===== src/wdt_pkg.sv =====
// Package for the 24-bit watchdog: register map, reset values, response modes
package wdt_pkg;
  localparam int          CNT_W          = 24;
  localparam logic [11:0] OFS_RELOAD_U   = 12'hff1;
  localparam logic [11:0] OFS_RELOAD_M   = 12'hff2;
  localparam logic [11:0] OFS_RELOAD_L   = 12'hff3;
  localparam logic [11:0] OFS_CTRL       = 12'hff4;
  localparam logic [11:0] OFS_STATUS     = 12'hff5;
  localparam logic [11:0] OFS_INT_STAT   = 12'hff6;
  localparam logic [11:0] OFS_INT_MASK   = 12'hff7;
  localparam logic [7:0]  RST_RELOAD_U   = 8'h00;
  localparam logic [7:0]  RST_RELOAD_M   = 8'h04;
  localparam logic [7:0]  RST_RELOAD_L   = 8'h00;
  localparam logic [23:0] CNT_ZERO       = 24'h000000;
  localparam logic [23:0] CNT_MAX        = 24'hffffff;
  localparam int          CTRL_EN_BIT    = 0;
  localparam int          STAT_TMO_BIT   = 7;
  localparam int          STAT_STOP_BIT  = 6;
  localparam int          IRQ_TMO_BIT    = 0;
  localparam int          IRQ_SMR_BIT    = 1;
  localparam int          TICK_DIV       = 4;
  localparam logic [1:0]  OPT_SETTLE     = 2'h2;
  typedef enum logic {WDT_RESP_RESET, WDT_RESP_IRQ} wdt_resp_t;
endpackage : wdt_pkg


===== src/wdt_tick.sv =====
// Divider producing the one-cycle count tick
`timescale 1ns/1ns
module wdt_tick (
  input  wire logic core_clk,
  input  wire logic rst_n,
  output logic      tick
);
  import wdt_pkg::*;
  typedef struct packed {
    logic [7:0] cnt;
    logic       tick;
  } wdt_tick_t;
  wdt_tick_t s_q, s_d;
  always_comb begin
    s_d = s_q;
    s_d.tick = 1'b0;
    if (s_q.cnt == 8'(TICK_DIV - 1)) begin
      s_d.cnt = 8'h00;
      s_d.tick = 1'b1;
    end else begin
      s_d.cnt = s_q.cnt + 8'h01;
    end
  end
  always_ff @(posedge core_clk or negedge rst_n) begin
    if (!rst_n) begin
      s_q <= '0;
    end else begin
      s_q <= s_d;
    end
  end
  assign tick = s_q.tick;
endmodule : wdt_tick


===== src/wdt_core.sv =====
// Watchdog timer top: counter, reload bytes, status, interrupt and reset request
`timescale 1ns/1ns
module wdt_core (
  input  wire logic        core_clk,
  input  wire logic        rst_n,
  input  wire logic [11:0] reg_addr,
  input  wire logic [7:0]  reg_wdata,
  input  wire logic        reg_wr,
  input  wire logic        reg_rd,
  output logic      [7:0]  reg_rdata,
  input  wire logic        refresh,
  input  wire logic        debug_mode,
  input  wire logic        stop_mode,
  input  wire logic        timeout_response_option,
  output logic             wdt_irq_req,
  output logic             stop_recovery_req,
  output logic             sys_reset_req,
  output logic             irq
);
  import wdt_pkg::*;
  typedef struct packed {
    logic [23:0] cnt;
    logic [23:0] reload;
    logic        en;
    logic        running;
    logic        opt_cap;
    logic [1:0]  opt_wait;
    wdt_resp_t   resp;
    logic        tmo_flag;
    logic        stop_flag;
    logic        irq_req;
    logic        smr;
    logic        rst_req;
    logic [1:0]  int_stat;
    logic [1:0]  int_mask;
    logic [7:0]  rdata;
    logic [1:0]  opt_sync;
    logic [1:0]  stop_sync;
    logic [1:0]  dbg_sync;
  } wdt_state_t;
  wdt_state_t s_q, s_d;
  logic tick;
  logic tmo;
  logic stop_s;
  logic dbg_s;
  wdt_tick u_tick (
    .core_clk (core_clk),
    .rst_n    (rst_n),
    .tick     (tick)
  );
  assign stop_s = s_q.stop_sync[1];
  assign dbg_s  = s_q.dbg_sync[1];
  // Time-out only while running and counting from one down to zero
  assign tmo = s_q.running && s_q.en && tick && !refresh && !dbg_s
               && (s_q.cnt == 24'h000001);
  always_comb begin
    s_d = s_q;
    s_d.opt_sync  = {s_q.opt_sync[0], timeout_response_option};
    s_d.stop_sync = {s_q.stop_sync[0], stop_mode};
    s_d.dbg_sync  = {s_q.dbg_sync[0], debug_mode};
    s_d.smr = 1'b0;
    s_d.rdata = 8'h00;
    // Option is latched once, after the synchroniser has settled; earlier the
    // second stage still holds its reset value and would always pick reset mode
    if (!s_q.opt_cap) begin
      if (s_q.opt_wait == OPT_SETTLE) begin
        s_d.opt_cap = 1'b1;
        s_d.resp = s_q.opt_sync[1] ? WDT_RESP_IRQ : WDT_RESP_RESET;
      end else begin
        s_d.opt_wait = s_q.opt_wait + 2'h1;
      end
    end
    if (reg_wr) begin
      unique case (reg_addr)
        OFS_RELOAD_U: s_d.reload[23:16] = reg_wdata;
        OFS_RELOAD_M: s_d.reload[15:8] = reg_wdata;
        OFS_RELOAD_L: s_d.reload[7:0] = reg_wdata;
        OFS_CTRL:     s_d.en = reg_wdata[CTRL_EN_BIT];
        OFS_INT_STAT: s_d.int_stat = s_q.int_stat & ~reg_wdata[1:0];
        OFS_INT_MASK: s_d.int_mask = reg_wdata[1:0];
        default: ;
      endcase
    end
    if (reg_rd) begin
      unique case (reg_addr)
        OFS_RELOAD_U: s_d.rdata = s_q.cnt[23:16];
        OFS_RELOAD_M: s_d.rdata = s_q.cnt[15:8];
        OFS_RELOAD_L: s_d.rdata = s_q.cnt[7:0];
        OFS_CTRL:     s_d.rdata = {7'h00, s_q.en};
        OFS_STATUS: begin
          s_d.rdata = {s_q.tmo_flag, s_q.stop_flag, 6'h00};
          s_d.tmo_flag = 1'b0;
          s_d.stop_flag = 1'b0;
          s_d.irq_req = 1'b0;
        end
        OFS_INT_STAT: s_d.rdata = {6'h00, s_q.int_stat};
        OFS_INT_MASK: s_d.rdata = {6'h00, s_q.int_mask};
        default: s_d.rdata = 8'h00;
      endcase
    end
    if (!s_q.en) begin
      s_d.running = 1'b0;
    end else if (!s_q.running) begin
      s_d.running = 1'b1;
      s_d.cnt = s_q.reload;
    end else if (refresh || dbg_s) begin
      s_d.cnt = s_q.reload;
    end else if (tick) begin
      s_d.cnt = s_q.cnt - 24'h000001;
      if (tmo && s_q.resp == WDT_RESP_IRQ) begin
        s_d.cnt = CNT_MAX;
      end
    end
    // Set wins over the read clear
    if (tmo) begin
      s_d.tmo_flag = 1'b1;
      s_d.int_stat[IRQ_TMO_BIT] = 1'b1;
      if (stop_s) begin
        s_d.stop_flag = 1'b1;
      end
      if (s_q.resp == WDT_RESP_IRQ) begin
        s_d.irq_req = 1'b1;
        if (stop_s) begin
          s_d.smr = 1'b1;
          s_d.int_stat[IRQ_SMR_BIT] = 1'b1;
        end
      end else begin
        s_d.rst_req = 1'b1;
      end
    end
  end
  always_ff @(posedge core_clk or negedge rst_n) begin
    if (!rst_n) begin
      s_q <= '0;
      s_q.reload <= {RST_RELOAD_U, RST_RELOAD_M, RST_RELOAD_L};
      s_q.resp <= WDT_RESP_RESET;
    end else begin
      s_q <= s_d;
    end
  end
  // Request held until status read; controller gates it with its global enable
  assign wdt_irq_req       = s_q.irq_req;
  assign stop_recovery_req = s_q.smr;
  // Reset request is sticky: the system reset itself clears it
  assign sys_reset_req     = s_q.rst_req;
  assign reg_rdata         = s_q.rdata;
  assign irq               = |(s_q.int_stat & s_q.int_mask);

  reload_load_a: assert property (@(posedge core_clk) disable iff (!rst_n)
    (s_q.en && !s_q.running)
    |=> (s_q.cnt == $past(s_q.reload) && s_q.running))
    else $error("Enable did not load reload value");
  count_dec_a: assert property (@(posedge core_clk) disable iff (!rst_n)
    (s_q.running && s_q.en && tick && !refresh && !dbg_s && s_q.cnt > 24'h000001)
    |=> s_q.cnt == $past(s_q.cnt) - 24'h000001)
    else $error("Counter did not decrement on tick");
  refresh_load_a: assert property (@(posedge core_clk) disable iff (!rst_n)
    (s_q.running && s_q.en && refresh)
    |=> s_q.cnt == $past(s_q.reload))
    else $error("Refresh did not reload counter");
  debug_notmo_a: assert property (@(posedge core_clk) disable iff (!rst_n)
    (s_q.running && s_q.en && dbg_s)
    |=> (s_q.cnt == $past(s_q.reload) && !$rose(wdt_irq_req)))
    else $error("Debug mode did not keep the watchdog refreshed");
  reset_resp_a: assert property (@(posedge core_clk) disable iff (!rst_n)
    (tmo && s_q.resp == WDT_RESP_RESET)
    |=> sys_reset_req)
    else $error("Reset response missing");
  irq_resp_a: assert property (@(posedge core_clk) disable iff (!rst_n)
    (tmo && s_q.resp == WDT_RESP_IRQ)
    |=> (wdt_irq_req && s_q.tmo_flag && s_q.cnt == CNT_MAX))
    else $error("Interrupt time-out response wrong");
  stop_tmo_a: assert property (@(posedge core_clk) disable iff (!rst_n)
    (tmo && stop_s && s_q.resp == WDT_RESP_IRQ)
    |=> (stop_recovery_req && s_q.stop_flag) ##1 !stop_recovery_req)
    else $error("Stop time-out handling wrong");
  status_clear_a: assert property (@(posedge core_clk) disable iff (!rst_n)
    (reg_rd && reg_addr == OFS_STATUS && !tmo)
    |=> (!s_q.tmo_flag && !wdt_irq_req))
    else $error("Status read did not clear flag");
  reload_wr_a: assert property (@(posedge core_clk) disable iff (!rst_n)
    (reg_wr && reg_addr == OFS_RELOAD_M)
    |=> s_q.reload[15:8] == $past(reg_wdata))
    else $error("Middle reload byte not written");
  reload_u_wr_a: assert property (@(posedge core_clk) disable iff (!rst_n)
    (reg_wr && reg_addr == OFS_RELOAD_U)
    |=> s_q.reload[23:16] == $past(reg_wdata))
    else $error("Upper reload byte not written");
  reload_l_wr_a: assert property (@(posedge core_clk) disable iff (!rst_n)
    (reg_wr && reg_addr == OFS_RELOAD_L)
    |=> s_q.reload[7:0] == $past(reg_wdata))
    else $error("Low reload byte not written");
  reload_keep_cnt_a: assert property (@(posedge core_clk) disable iff (!rst_n)
    (reg_wr && reg_addr == OFS_RELOAD_L && s_q.running && s_q.en
    && !refresh && !dbg_s && !tick) |=> s_q.cnt == $past(s_q.cnt))
    else $error("Reload write disturbed the running count");
  rd_cnt_u_a: assert property (@(posedge core_clk) disable iff (!rst_n)
    (reg_rd && reg_addr == OFS_RELOAD_U)
    |=> reg_rdata == $past(s_q.cnt[23:16]))
    else $error("Upper byte read did not return the count");
  rd_cnt_m_a: assert property (@(posedge core_clk) disable iff (!rst_n)
    (reg_rd && reg_addr == OFS_RELOAD_M)
    |=> reg_rdata == $past(s_q.cnt[15:8]))
    else $error("Middle byte read did not return the count");
  rd_cnt_l_a: assert property (@(posedge core_clk) disable iff (!rst_n)
    (reg_rd && reg_addr == OFS_RELOAD_L)
    |=> reg_rdata == $past(s_q.cnt[7:0]))
    else $error("Low byte read did not return the count");
  tmo_zero_a: assert property (@(posedge core_clk) disable iff (!rst_n)
    (tmo && s_q.resp == WDT_RESP_RESET)
    |=> s_q.cnt == CNT_ZERO)
    else $error("Reset mode time-out did not reach zero");
  tmo_flag_set_a: assert property (@(posedge core_clk) disable iff (!rst_n)
    tmo
    |=> (s_q.tmo_flag && s_q.int_stat[IRQ_TMO_BIT]))
    else $error("Time-out flag not set");
  stop_both_a: assert property (@(posedge core_clk) disable iff (!rst_n)
    (tmo && stop_s)
    |=> (s_q.stop_flag && s_q.tmo_flag))
    else $error("Stop time-out did not set both flags");
  stop_flag_keep_a: assert property (@(posedge core_clk) disable iff (!rst_n)
    (tmo && !stop_s && !(reg_rd && reg_addr == OFS_STATUS))
    |=> s_q.stop_flag == $past(s_q.stop_flag))
    else $error("Stop flag changed on a running time-out");
  smr_only_tmo_a: assert property (@(posedge core_clk) disable iff (!rst_n)
    !tmo
    |=> !stop_recovery_req)
    else $error("Stop recovery without time-out");
  smr_with_irq_a: assert property (@(posedge core_clk) disable iff (!rst_n)
    stop_recovery_req
    |-> (wdt_irq_req && s_q.int_stat[IRQ_SMR_BIT]))
    else $error("Stop recovery without interrupt request");
  refresh_no_tmo_a: assert property (@(posedge core_clk) disable iff (!rst_n)
    (s_q.en && refresh)
    |=> !$rose(wdt_irq_req))
    else $error("Time-out raised despite refresh");
  en_off_a: assert property (@(posedge core_clk) disable iff (!rst_n)
    !s_q.en
    |=> !s_q.running)
    else $error("Counter kept running while disabled");
  tick_period_a: assert property (@(posedge core_clk) disable iff (!rst_n)
    tick
    |=> !tick ##1 !tick ##1 !tick ##1 tick)
    else $error("Count tick spacing wrong");
  ctrl_wr_a: assert property (@(posedge core_clk) disable iff (!rst_n)
    (reg_wr && reg_addr == OFS_CTRL)
    |=> s_q.en == $past(reg_wdata[CTRL_EN_BIT]))
    else $error("Enable bit not written");
  ctrl_rd_a: assert property (@(posedge core_clk) disable iff (!rst_n)
    (reg_rd && reg_addr == OFS_CTRL)
    |=> reg_rdata == {7'h00, $past(s_q.en)})
    else $error("Control read wrong");
  mask_wr_a: assert property (@(posedge core_clk) disable iff (!rst_n)
    (reg_wr && reg_addr == OFS_INT_MASK)
    |=> s_q.int_mask == $past(reg_wdata[1:0]))
    else $error("Interrupt mask not written");
  status_rd_data_a: assert property (@(posedge core_clk) disable iff (!rst_n)
    (reg_rd && reg_addr == OFS_STATUS)
    |=> reg_rdata == {$past(s_q.tmo_flag), $past(s_q.stop_flag), 6'h00})
    else $error("Status read data wrong");
  stop_flag_clr_a: assert property (@(posedge core_clk) disable iff (!rst_n)
    (reg_rd && reg_addr == OFS_STATUS && !tmo)
    |=> !s_q.stop_flag)
    else $error("Status read did not clear stop flag");
  opt_capture_a: assert property (@(posedge core_clk) disable iff (!rst_n)
    (!s_q.opt_cap && s_q.opt_wait == OPT_SETTLE)
    |=> (s_q.opt_cap && ((s_q.resp == WDT_RESP_IRQ) == $past(s_q.opt_sync[1]))))
    else $error("Response option not captured");
  opt_hold_a: assert property (@(posedge core_clk) disable iff (!rst_n)
    s_q.opt_cap
    |=> s_q.resp == $past(s_q.resp))
    else $error("Response option changed after capture");
  irq_no_rst_a: assert property (@(posedge core_clk) disable iff (!rst_n)
    (s_q.resp == WDT_RESP_IRQ && !sys_reset_req)
    |=> !sys_reset_req)
    else $error("Reset request in interrupt mode");
  rst_no_irq_a: assert property (@(posedge core_clk) disable iff (!rst_n)
    (s_q.resp == WDT_RESP_RESET && !wdt_irq_req)
    |=> !wdt_irq_req)
    else $error("Interrupt request in reset mode");
  sys_rst_sticky_a: assert property (@(posedge core_clk) disable iff (!rst_n)
    sys_reset_req
    |=> sys_reset_req)
    else $error("Reset request dropped");
  irq_req_hold_a: assert property (@(posedge core_clk) disable iff (!rst_n)
    (wdt_irq_req && !(reg_rd && reg_addr == OFS_STATUS))
    |=> wdt_irq_req)
    else $error("Pending interrupt request dropped");
  int_w1c_a: assert property (@(posedge core_clk) disable iff (!rst_n)
    (reg_wr && reg_addr == OFS_INT_STAT && !tmo)
    |=> (s_q.int_stat & $past(reg_wdata[1:0])) == 2'h0)
    else $error("Interrupt status not cleared by write");
  int_sticky_a: assert property (@(posedge core_clk) disable iff (!rst_n)
    (s_q.int_stat[IRQ_TMO_BIT] && !(reg_wr && reg_addr == OFS_INT_STAT))
    |=> s_q.int_stat[IRQ_TMO_BIT])
    else $error("Interrupt status bit not sticky");
  rdata_idle_a: assert property (@(posedge core_clk) disable iff (!rst_n)
    !reg_rd
    |=> reg_rdata == 8'h00)
    else $error("Read data outside a read cycle");
endmodule : wdt_core


===== config.mk =====
export PLATFORM = sky130hd
export DESIGN_NAME = wdt_core
export DESIGN_NICKNAME = d
export VERILOG_FILES = /design/src/wdt_pkg.sv /design/src/wdt_tick.sv /design/src/wdt_core.sv
export SDC_FILE = /design/constraint.sdc
export NUM_CORES = 1
export LEC_CHECK = 0
export ABC_AREA = 1
export ABC_CLOCK_PERIOD_IN_PS = 1550
export BUFFER_PORTS_ARGS = -buffer_cell sky130_fd_sc_hd__clkbuf_2
export CORE_AREA = 3 3 83 125
export CTS_BUF_LIST = sky130_fd_sc_hd__clkbuf_16
export DETAILED_ROUTE_END_ITERATION = 12
export DIE_AREA = 0 0 86 128
export GPL_TIMING_DRIVEN = 0
export PLACE_DENSITY_LB_ADDON = 0.2
export SLEW_MARGIN = 25
export SYNTH_ARGS = -nofsm -noshare
export SYNTH_HDL_FRONTEND = slang
export SYNTH_SLANG_ARGS = --single-unit

===== constraint.sdc =====
create_clock -name core_clk -period 1.55 [get_ports core_clk]
set_input_delay 0.0775 -clock core_clk [delete_from_list [all_inputs] [get_ports core_clk]]
set_output_delay 0.0775 -clock core_clk [all_outputs]
set_load 0.05 [all_outputs]

Yosys cells after proc, flatten, opt, wreduce, memory -nomap -nowiden
Cells that the tools add are included.
{"block": "totals", "wordCells": 94, "regBits": 86, "in_bits": 28, "out_inout_bits": 12}
{"block": "op_classes", "reduce_logical": 25, "muxes": 26, "n_eq_ne": 11, "addsub": 3, "bitwise": 6}
{"op": "$mux 24", "n": 4}
{"op": "$eq 12x12->1 const B", "n": 7}
{"op": "$pmux 8 s7", "n": 1}
{"op": "$eq 24x1->1 const B", "n": 1}
{"op": "$sub 24x1->24 const B", "n": 1}
{"op": "$reduce_and 2->1", "n": 11}
{"op": "$mux 8", "n": 2}
{"op": "$mux 1", "n": 10}
{"op": "$add 8x1->8 const B", "n": 1}
{"op": "$eq 8x2->1 const B", "n": 1}
{"op": "$mux 2", "n": 4}
{"op": "$mux 4", "n": 2}
{"op": "$reduce_bool 2->1", "n": 4}
{"op": "$mux 7", "n": 1}
{"op": "$logic_and 1x1->1", "n": 6}
{"op": "$mux 3", "n": 2}
{"op": "$and 2x2->2", "n": 2}
{"op": "$ne 3x1->1 const B", "n": 1}
{"op": "$not 1->1", "n": 3}
{"op": "$add 2x1->2 const B", "n": 1}
{"op": "$eq 2x2->1 const B", "n": 1}
{"op": "$logic_not 1->1", "n": 2}
{"op": "$not 2->2", "n": 1}
{"op": "$reduce_or 2->1", "n": 1}
{"op": "$logic_or 1x1->1", "n": 1}

Longest topological paths before layout
Gate-level depths: netlist (run 1).
{"block": "depth", "depth_word": 10, "mapped_depth": 10, "mapped_depth_nobuf": 10}

Modules after synthesis
Synthesis (run 1) repeated with hierarchy kept, for this count alone.
{"block": "hier_totals", "hier_cells": 611, "area_unflattened_um2": 4717.0}
{"mod": "wdt_core", "seq_area_each_um2": 1928.1, "area_per_inst_um2": 4302.9, "cells_per_inst": 561, "instances": 1}
{"mod": "wdt_tick", "seq_area_each_um2": 225.2, "area_per_inst_um2": 414.1, "cells_per_inst": 50, "instances": 1}

Worst setup path before layout (run 1)
Ideal clock, no wire load.
{"block": "synth_path", "kind": "register to register", "startpoint": "register s_q[53] (netlist name)", "endpoint": "register s_q[71] (netlist name)", "setup_time_ns": 0.065, "path_buffers": 0, "slack_ns": 0.087, "stages_incl_launch_ff": 10, "arrival_ns": 1.398, "period_less_slack_ns": 1.463, "path_cell_list": "dfrtp_1 inv_1 ha_1 nand2_2 nor2_2 nand3_1 or2_1 nand3_1 nand2_1 nand2_1"}
{"block": "synth_via", "elab_chain_len": 7, "elab_cells_between_ends": 8, "classes_between": "add/sub: 1; eq/ne: 1; mux: 4; reduce/logical: 2"}
{"element": "start: declaration", "line_no": "wdt_core.sv:41", "source": "wdt_state_t s_q, s_d;"}
{"element": "parallel branches: the longest is 3 deep, another holds $sub 24x1->24"}
{"element": "$mux 24 *", "line_no": "wdt_core.sv:110", "source": "if (tmo && s_q.resp == WDT_RESP_IRQ) begin"}
{"element": "$mux 24 *", "line_no": "wdt_core.sv:108", "source": "end else if (tick) begin"}
{"element": "$mux 24 *", "line_no": "wdt_core.sv:106", "source": "end else if (refresh || dbg_s) begin"}
{"element": "$mux 24 *", "line_no": "wdt_core.sv:103", "source": "end else if (!s_q.running) begin"}
Every way passes the cells marked *. The select of a mux whose other input is x is not followed.
A chain may end at the register's enable or synchronous reset.

Worst setup path after layout (run 1)
{"block": "layout_path", "startpoint": "register s_q[54] (netlist name)", "endpoint": "register s_q[70] (netlist name)"}
Same word-level chain as after synthesis.

==> flow_summary.ini, run 1 <==
[setup_path]
worstSetupPathType = reg2reg
sum_of_buffers_and_inverters_on_the_critical_path = 2
worstSetupEndpointType = register
crit_family = simple AND/OR/NAND/NOR gates
r2r_cells = 10
worst-path-max-fanout = 10
critical_path.reg2reg.startpoint = s_q[54]
worst_path_max_delay_cell = dfrtp_1
worst_ep_arrival_time_ns = 1.98
critical_path.most_common_cell = nand2_1
r2r_end = s_q[70]
timing.critical_path.required_ns = 1.83
ff2ff_setup_slack_ns = -0.15
timing.critical_path.from_type = register
cp_cell_sequence = inv_2 > ha_4 > nand3_2 > nor2_1 > and2_4 > nand3_4 > buf_8 > nand4_1 > nand2_1 > nand2_1
max_stage_delay_ns = 0.43

[synthesis]
synthDominantAreaCellType = dfrtp_1
post-synth-top-count-cell = nand2_1
synth_seq_cells = 86
post_synth_main_area_contributors = dfrtp_1, nand2_1, nor2_1
synth.net_count = 640
synth-seq-area-share_pct = 46.08
synth-edff-count = 0
synth_cell_type_count = 37
yosys-top-cells-count = nand2_1, nor2_1, dfrtp_1
syn_avg_cell_area_sq_um = 7.686
syn-instance-count = 608
syn-cell-area_sq_um = 4673
yosysWarningCount = 0
ys.flop_type = dfrtp_1
postSynth.asyncResetShare_pct = 100.0
yosys.area.top_type_share_pct = 45.52

[grt]
groute.usage.overall_pct = 23.36
grt_antenna_before_repair = 0
first_pass_grt_wire_length_um = 20150
first_global_vias = 4162
globalRouteOverflowTotal = 0
pin_count_of_the_biggest_net_entering_global_routing = 87

[power]
net_switching_share_of_the_total_power_pct = 27.14
net-switching-power_mw = 1.497
total_power_mw = 5.516
clockPowerShare_pct = 43.3
comb_power_share_pct = 13.4
worst_ir_drop_vdd_uv = 657.1
cellPowerDensity_nw_per_um2 = 933.8
power.internal_mw = 4.019
static-leakage-power_nw = 2.854
seq_pwr_share_pct = 43.3

[drt]
dr.first_iter.drc_count = 304
via_per_inst = 5.215
detailedRoute.firstPassIterationCount = 4
route.detailed.drc = 0
detail_route.wirelength_um = 12480
route.vias.total = 4229
drt-wirelength-per-cell_um = 15.39
route.antenna.remaining_nets = 0

[place]
gp_congestion = 0.9874
dp.cells = 759
dpl_hpwl_um = 8722
placed_cell_area_sq_um = 5017
number_of_buffer_cells_added_on_primary_ports = 39

[layout]
drive_gt1_share_pct = 28.90
fillCellCount = 813
ff_latch_area_sq_um = 2173
n_antenna_cell = 0
non_filler_instance_count_after_layout = 811
final_design_area_no_fill_sq_um = 5907
area_delta_synth_final_pct = 26.40
multi_input_comb_area_sq_um = 2333
postLayoutCoreUtil_pct = 63.46
final_nets = 726

[die]
top_ports = 40
placement_rows = 43
die_h_um = 128
die-width_um = 86
initial_utilization_pct = 50.21
coreArea_sq_um = 9308
design.die.area_sq_um = 11010

[outcome]
run_status = complete, but fails checks
violations = setup timing

[timing]
finalWorstPathRequiredPeriod_ns = 1.696
finalHoldViolCount = 0
final.setup_skew_ns = 0.006339
setup_slack_ns = -0.1463
grt_setup_unrepaired = true
max_freq_ghz = 0.5895
worst_hold_slack_ns = 0.006288
setup_violations = 23
final_min_period_over_clock_period_pct = 109.4
worst_pin_slew_ns = 0.7078
finalMaxSlewViolations = 0
relSlewSlack_pct = 52.81

[cts]
clock_path_buffers = 2
clock_latency_late_sink_ns = 0.35
clock_sink_count = 86
cts_inserted_buffers = 9
clk_pin_slew_worst_paths_ns = 0.06
root_buffer = clkbuf_16
cts_tree = done
htree_levels = 3

[worst_hold_path]
hp-class = in2reg
timing.hold.worst.start = reg_wdata[4]
hold-path-endpoint = s_q[49]
hold_depth = 3

[flow_run]
max_cap_violations = 0
state kept, by name, indices dropped and copies added (netlist names):
signal / cells
dbg_s: 1
stop_recovery_req: 1
s_q: 62
sys_reset_req: 1
u_tick.tick: 1
reg_rdata: 8
wdt_irq_req: 1
u_tick.s_q: 8
s_d: 3
worst max path at each step:
stage,slack [ns],endpoint,start,cells past startpoint
after floorplan,0.09,s_q[71],s_q[53],9
after global placement,-0.52,s_q[42],rst_n,1
after detailed placement,-0.21,s_q[62],s_q[57],7
after CTS,-0.04,s_q[71],s_q[53],9
after global routing,-0.22,s_q[71],s_q[54],10
final,-0.15,s_q[70],s_q[54],10
layer usage:
metal / GRT usage (%) / wire length, um
met1: 27.41 / 4810
met5: 0 / 0
met3: 4.051 / 612
met2: 40.62 / 6492
met4: 11.46 / 567
area by class of cell:
class                   instances  area share [%]
multi-input cells             436           39.50
flip-flops and latches         86           36.79
repair buffers                 75           8.642
inverters                      64           4.152
clock buffers                   9           3.813
plain buffers                  22           3.008
well taps                     112           2.372
clock inverters                 7           1.716
power groups by stage:
stage / clock (mW) / sequential [mW] / combinational, mW
after floorplan: 0 / 2.39 / 0.380
after global placement: 0 / 2.41 / 0.553
after detailed placement: 0 / 2.41 / 0.566
after CTS: 2.43 / 2.37 / 0.641
after global routing: 2.54 / 2.39 / 0.821
final: 2.39 / 2.39 / 0.741
cells in the final DEF, fill, tap and decap left out, types with 3 or more instances in the layout:
cell type / synthesis / final
buf_4: 10 / 35
clkbuf_2: 0 / 41
nor2_2: 7 / 15
nand2_2: 7 / 15
nor2_1: 108 / 92
inv_2: 3 / 4
dfrtp_1: 85 / 69
nand4_1: 12 / 12
xor2_1: 15 / 15
o21ai_1: 32 / 32
buf_6: 3 / 4
nor3_1: 5 / 4
buf_2: 5 / 3
nor2_4: 7 / 15
nand2_1: 158 / 149
clkbuf_16: 0 / 9
nand3_2: 10 / 16
inv_6: 0 / 4
inv_1: 61 / 59
o21ai_2: 3 / 3
a21oi_1: 7 / 7
dfrtp_2: 0 / 16
nand3_1: 32 / 25
o21ai_0: 13 / 12
dlygate4sd3_1: 0 / 8
worst register-to-register path, cell delays in order (launching register included):
cell     delay (ns)
dfrtp_1        0.43
inv_2          0.13
ha_4           0.14
nand3_2        0.09
nor2_1         0.15
and2_4         0.18
nand3_4        0.13
buf_8          0.20
nand4_1        0.08
nand2_1        0.05
nand2_1        0.06
per-stage QoR:
stage | TNS [ns] | setup slack [ns]
after detailed placement | -3.023 | -0.2054
after floorplan | 0 | 0.08704
after CTS | -0.4650 | -0.04430
final | -2.811 | -0.1463
after global placement | -46.77 | -0.5213
after global routing | -4.908 | -0.2172
timing repair:
action	4_1_cts	5_1_grt
hold endpoints to repair	94	0
setup endpoints to repair	25	30
hold buffers	8	0
resized for setup	29	55
setup buffers	11	17
pin swaps	3	7
kinds of logic after synthesis:
| kind of cell | after synthesis | share of synthesized area [%] |
|---|---|---|
| flops | 86 | 46.08 |
| fa+ha+maj | 4 | 1.071 |
| xor+xnor | 16 | 2.999 |
| compound gates | 60 | 7.068 |
| simple gates | 356 | 34.46 |
| buf+inv | 86 | 8.327 |
Note: power is estimated with default switching activity, not from simulation.
==> run 2: changes to the inputs <==
--- a/config.mk
+++ b/config.mk
@@ -8,10 +8,12 @@
 export ABC_AREA = 1
 export ABC_CLOCK_PERIOD_IN_PS = 1550
 export BUFFER_PORTS_ARGS = -buffer_cell sky130_fd_sc_hd__clkbuf_2
-export CORE_AREA = 3 3 83 125
+export CELL_PAD_IN_SITES_DETAIL_PLACEMENT = 1
+export CELL_PAD_IN_SITES_GLOBAL_PLACEMENT = 1
+export CORE_AREA = 2 2 92 138
 export CTS_BUF_LIST = sky130_fd_sc_hd__clkbuf_16
 export DETAILED_ROUTE_END_ITERATION = 12
-export DIE_AREA = 0 0 86 128
+export DIE_AREA = 0 0 94 140
 export GPL_TIMING_DRIVEN = 0
 export PLACE_DENSITY_LB_ADDON = 0.2
 export SLEW_MARGIN = 25
==> flow_summary.ini, run 2 (synthesis results as in run 1) <==
[grt]
first_pass_grt_wire_length_um = 23510
globalRouteOverflowTotal = 0
first_global_vias = 4605
groute.usage.overall_pct = 23.30
grtUsageMet3_pct = 2.959
grt_antenna_before_repair = 0
grt_use_met1_pct = 25.88
pin_count_of_the_biggest_net_entering_global_routing = 45
met2_usage_pct = 43.42
grt.busiest_layer = met2

[timing]
finalWorstPathRequiredPeriod_ns = 1.714
setup_slack_ns = -0.1644
finalHoldViolCount = 1
grt_setup_unrepaired = true
relSlewSlack_pct = 69.80
final.setup_skew_ns = 0.006106
finalMaxSlewViolations = 0
worst_hold_slack_ns = -0.004229
worst_pin_slew_ns = 0.4492
max_freq_ghz = 0.5833
final_min_period_over_clock_period_pct = 110.6
finalSetupTns_ns = -3.385
setup_violations = 27

[drt]
via_per_inst = 5.044
dr.first_iter.drc_count = 180
route.detailed.drc = 0
detailedRoute.firstPassIterationCount = 4
detail_route.wirelength_um = 15020
route.antenna.remaining_nets = 0
drt-wirelength-per-cell_um = 17.48
route.vias.total = 4333

[cts]
clock_path_buffers = 2
clk_pin_slew_worst_paths_ns = 0.07
cts_tree = done
root_buffer = clkbuf_16
clock_latency_late_sink_ns = 0.34
clock_sink_count = 86
htree_levels = 3
cts_inserted_buffers = 9

[layout]
area_delta_synth_final_pct = 28.92
mostFrequentLayoutCell = nand2_1
ff_latch_area_sq_um = 2172
largest_register_ffs = 62
mostFrequentLayoutCells = nand2_1, nor2_1, dfrtp_1
fillCellCount = 1477
final_nets = 733
n_antenna_cell = 0
drive_gt1_share_pct = 29.04
multi_input_comb_area_sq_um = 2349
regMostFlops = s_q

[power]
cellPowerDensity_nw_per_um2 = 908.9
static-leakage-power_nw = 2.897
seq_pwr_share_pct = 43.5
power.internal_mw = 3.884
clockPowerShare_pct = 41.5
net_switching_share_of_the_total_power_pct = 29.07
comb_power_share_pct = 15.0
net-switching-power_mw = 1.592
worst_ir_drop_vdd_uv = 512.6

[die]
placement_rows = 49
die_h_um = 140
top_ports = 40
design.die.area_sq_um = 13160
coreArea_sq_um = 11960
die-width_um = 94
initial_utilization_pct = 39.09

[setup_path]
timing.critical_path.required_ns = 1.82
worst_path_max_delay_cell = dfrtp_1
crit_family = simple AND/OR/NAND/NOR gates
max_stage_delay_ns = 0.44
cp_cell_sequence = nor2_2 > nand2_2 > nor2_4 > and2_4 > nand3_4 > buf_6 > nand3_1 > nand2_1 > o21ai_1
worstSetupPathType = reg2reg
sum_of_buffers_and_inverters_on_the_critical_path = 1
timing.critical_path.from_type = register
worstSetupEndpointType = register
worst-path-max-fanout = 6
worst_ep_arrival_time_ns = 1.98

[outcome]
run_status = complete, but fails checks
violations = hold timing, setup timing

[place]
dpl_hpwl_um = 10660
number_of_buffer_cells_added_on_primary_ports = 39
gp_congestion = 0.9706

[flow_run]
max_cap_violations = 0

[worst_hold_path]
hp-class = in2reg
run 2: power by group through the flow:
stage,clock network [mW],logic [mW],registers (mW)
detailed placement,0,0.606,2.42
global route,2.40,0.906,2.39
CTS,2.33,0.748,2.37
global placement,0,0.578,2.41
floorplan,0,0.380,2.39
finish,2.27,0.823,2.38
run 2: area by class of cell:
class,count,area share (%)
tap,153,3.178
inverter,64,4.029
clock inverter,7,1.350
buffer,22,2.845
multi-input combinational,436,38.98
sequential,86,36.05
clock buffer,9,3.738
timing repair buffer,82,9.823
run 2: path summary, 6_finish.rpt:
| kind | startpoint | to | slack (ns) | cells past startpoint |
|---|---|---|---|---|
| worst max-delay path | s_q[64] | s_q[54] | -0.16 | 9 |
| worst min-delay path | reg_wdata[2] | s_q[39] | -0.004 | 3 |
| worst max register to register | s_q[64] | s_q[54] | -0.16 | 9 |
| worst min register to register | s_d[5] | s_q[5] | 0.36 | 0 |
| max in group asynchronous | rst_n | s_q[39] | 0.71 | 3 |
| min in group asynchronous | rst_n | s_q[22] | 0.23 | 2 |
run 2: repair_timing:
| action | 4_1_cts | 5_1_grt |
|---|---|---|
| hold buffers | 7 | 0 |
| setup buffers | 25 | 9 |
| gates cloned | 1 | 0 |
| resized for setup | 51 | 35 |
| setup endpoints to repair | 27 | 33 |
| pin swaps | 9 | 20 |
| endpoints found under the hold margin | 49 | 0 |
run 2: per-layer routing:
layer  vias up  share of wire [%]  routed length, um
met2        98                 54               8175
met1      2109                 38               5758
met5         -                  0                  0
met3        36                3.3                496
li1       2090                  -                  -
met4         0                3.9                586
run 2: stage by stage:
stage / setup slack [ns] / instances / power [mW] / instance area [sq um] / utilization, %
after floorplan: 0.08704 / 608 / 2.766 / 4673 / -
after global placement: -0.6083 / 800 / 2.991 / 5060 / 42.32
after detailed placement: -0.3965 / 801 / 3.021 / 5096 / 42.63
after CTS: -0.09864 / 850 / 5.448 / 5836 / 48.81
after global routing: -0.2261 / 859 / 5.692 / 6025 / 50.39
final: -0.1644 / 859 / 5.476 / 6025 / 50.39
run 2: tightest hold or removal path, stage by stage:
cell      delay (ns)
clkbuf_2        0.08
inv_1           0.09
o21ai_1         0.09
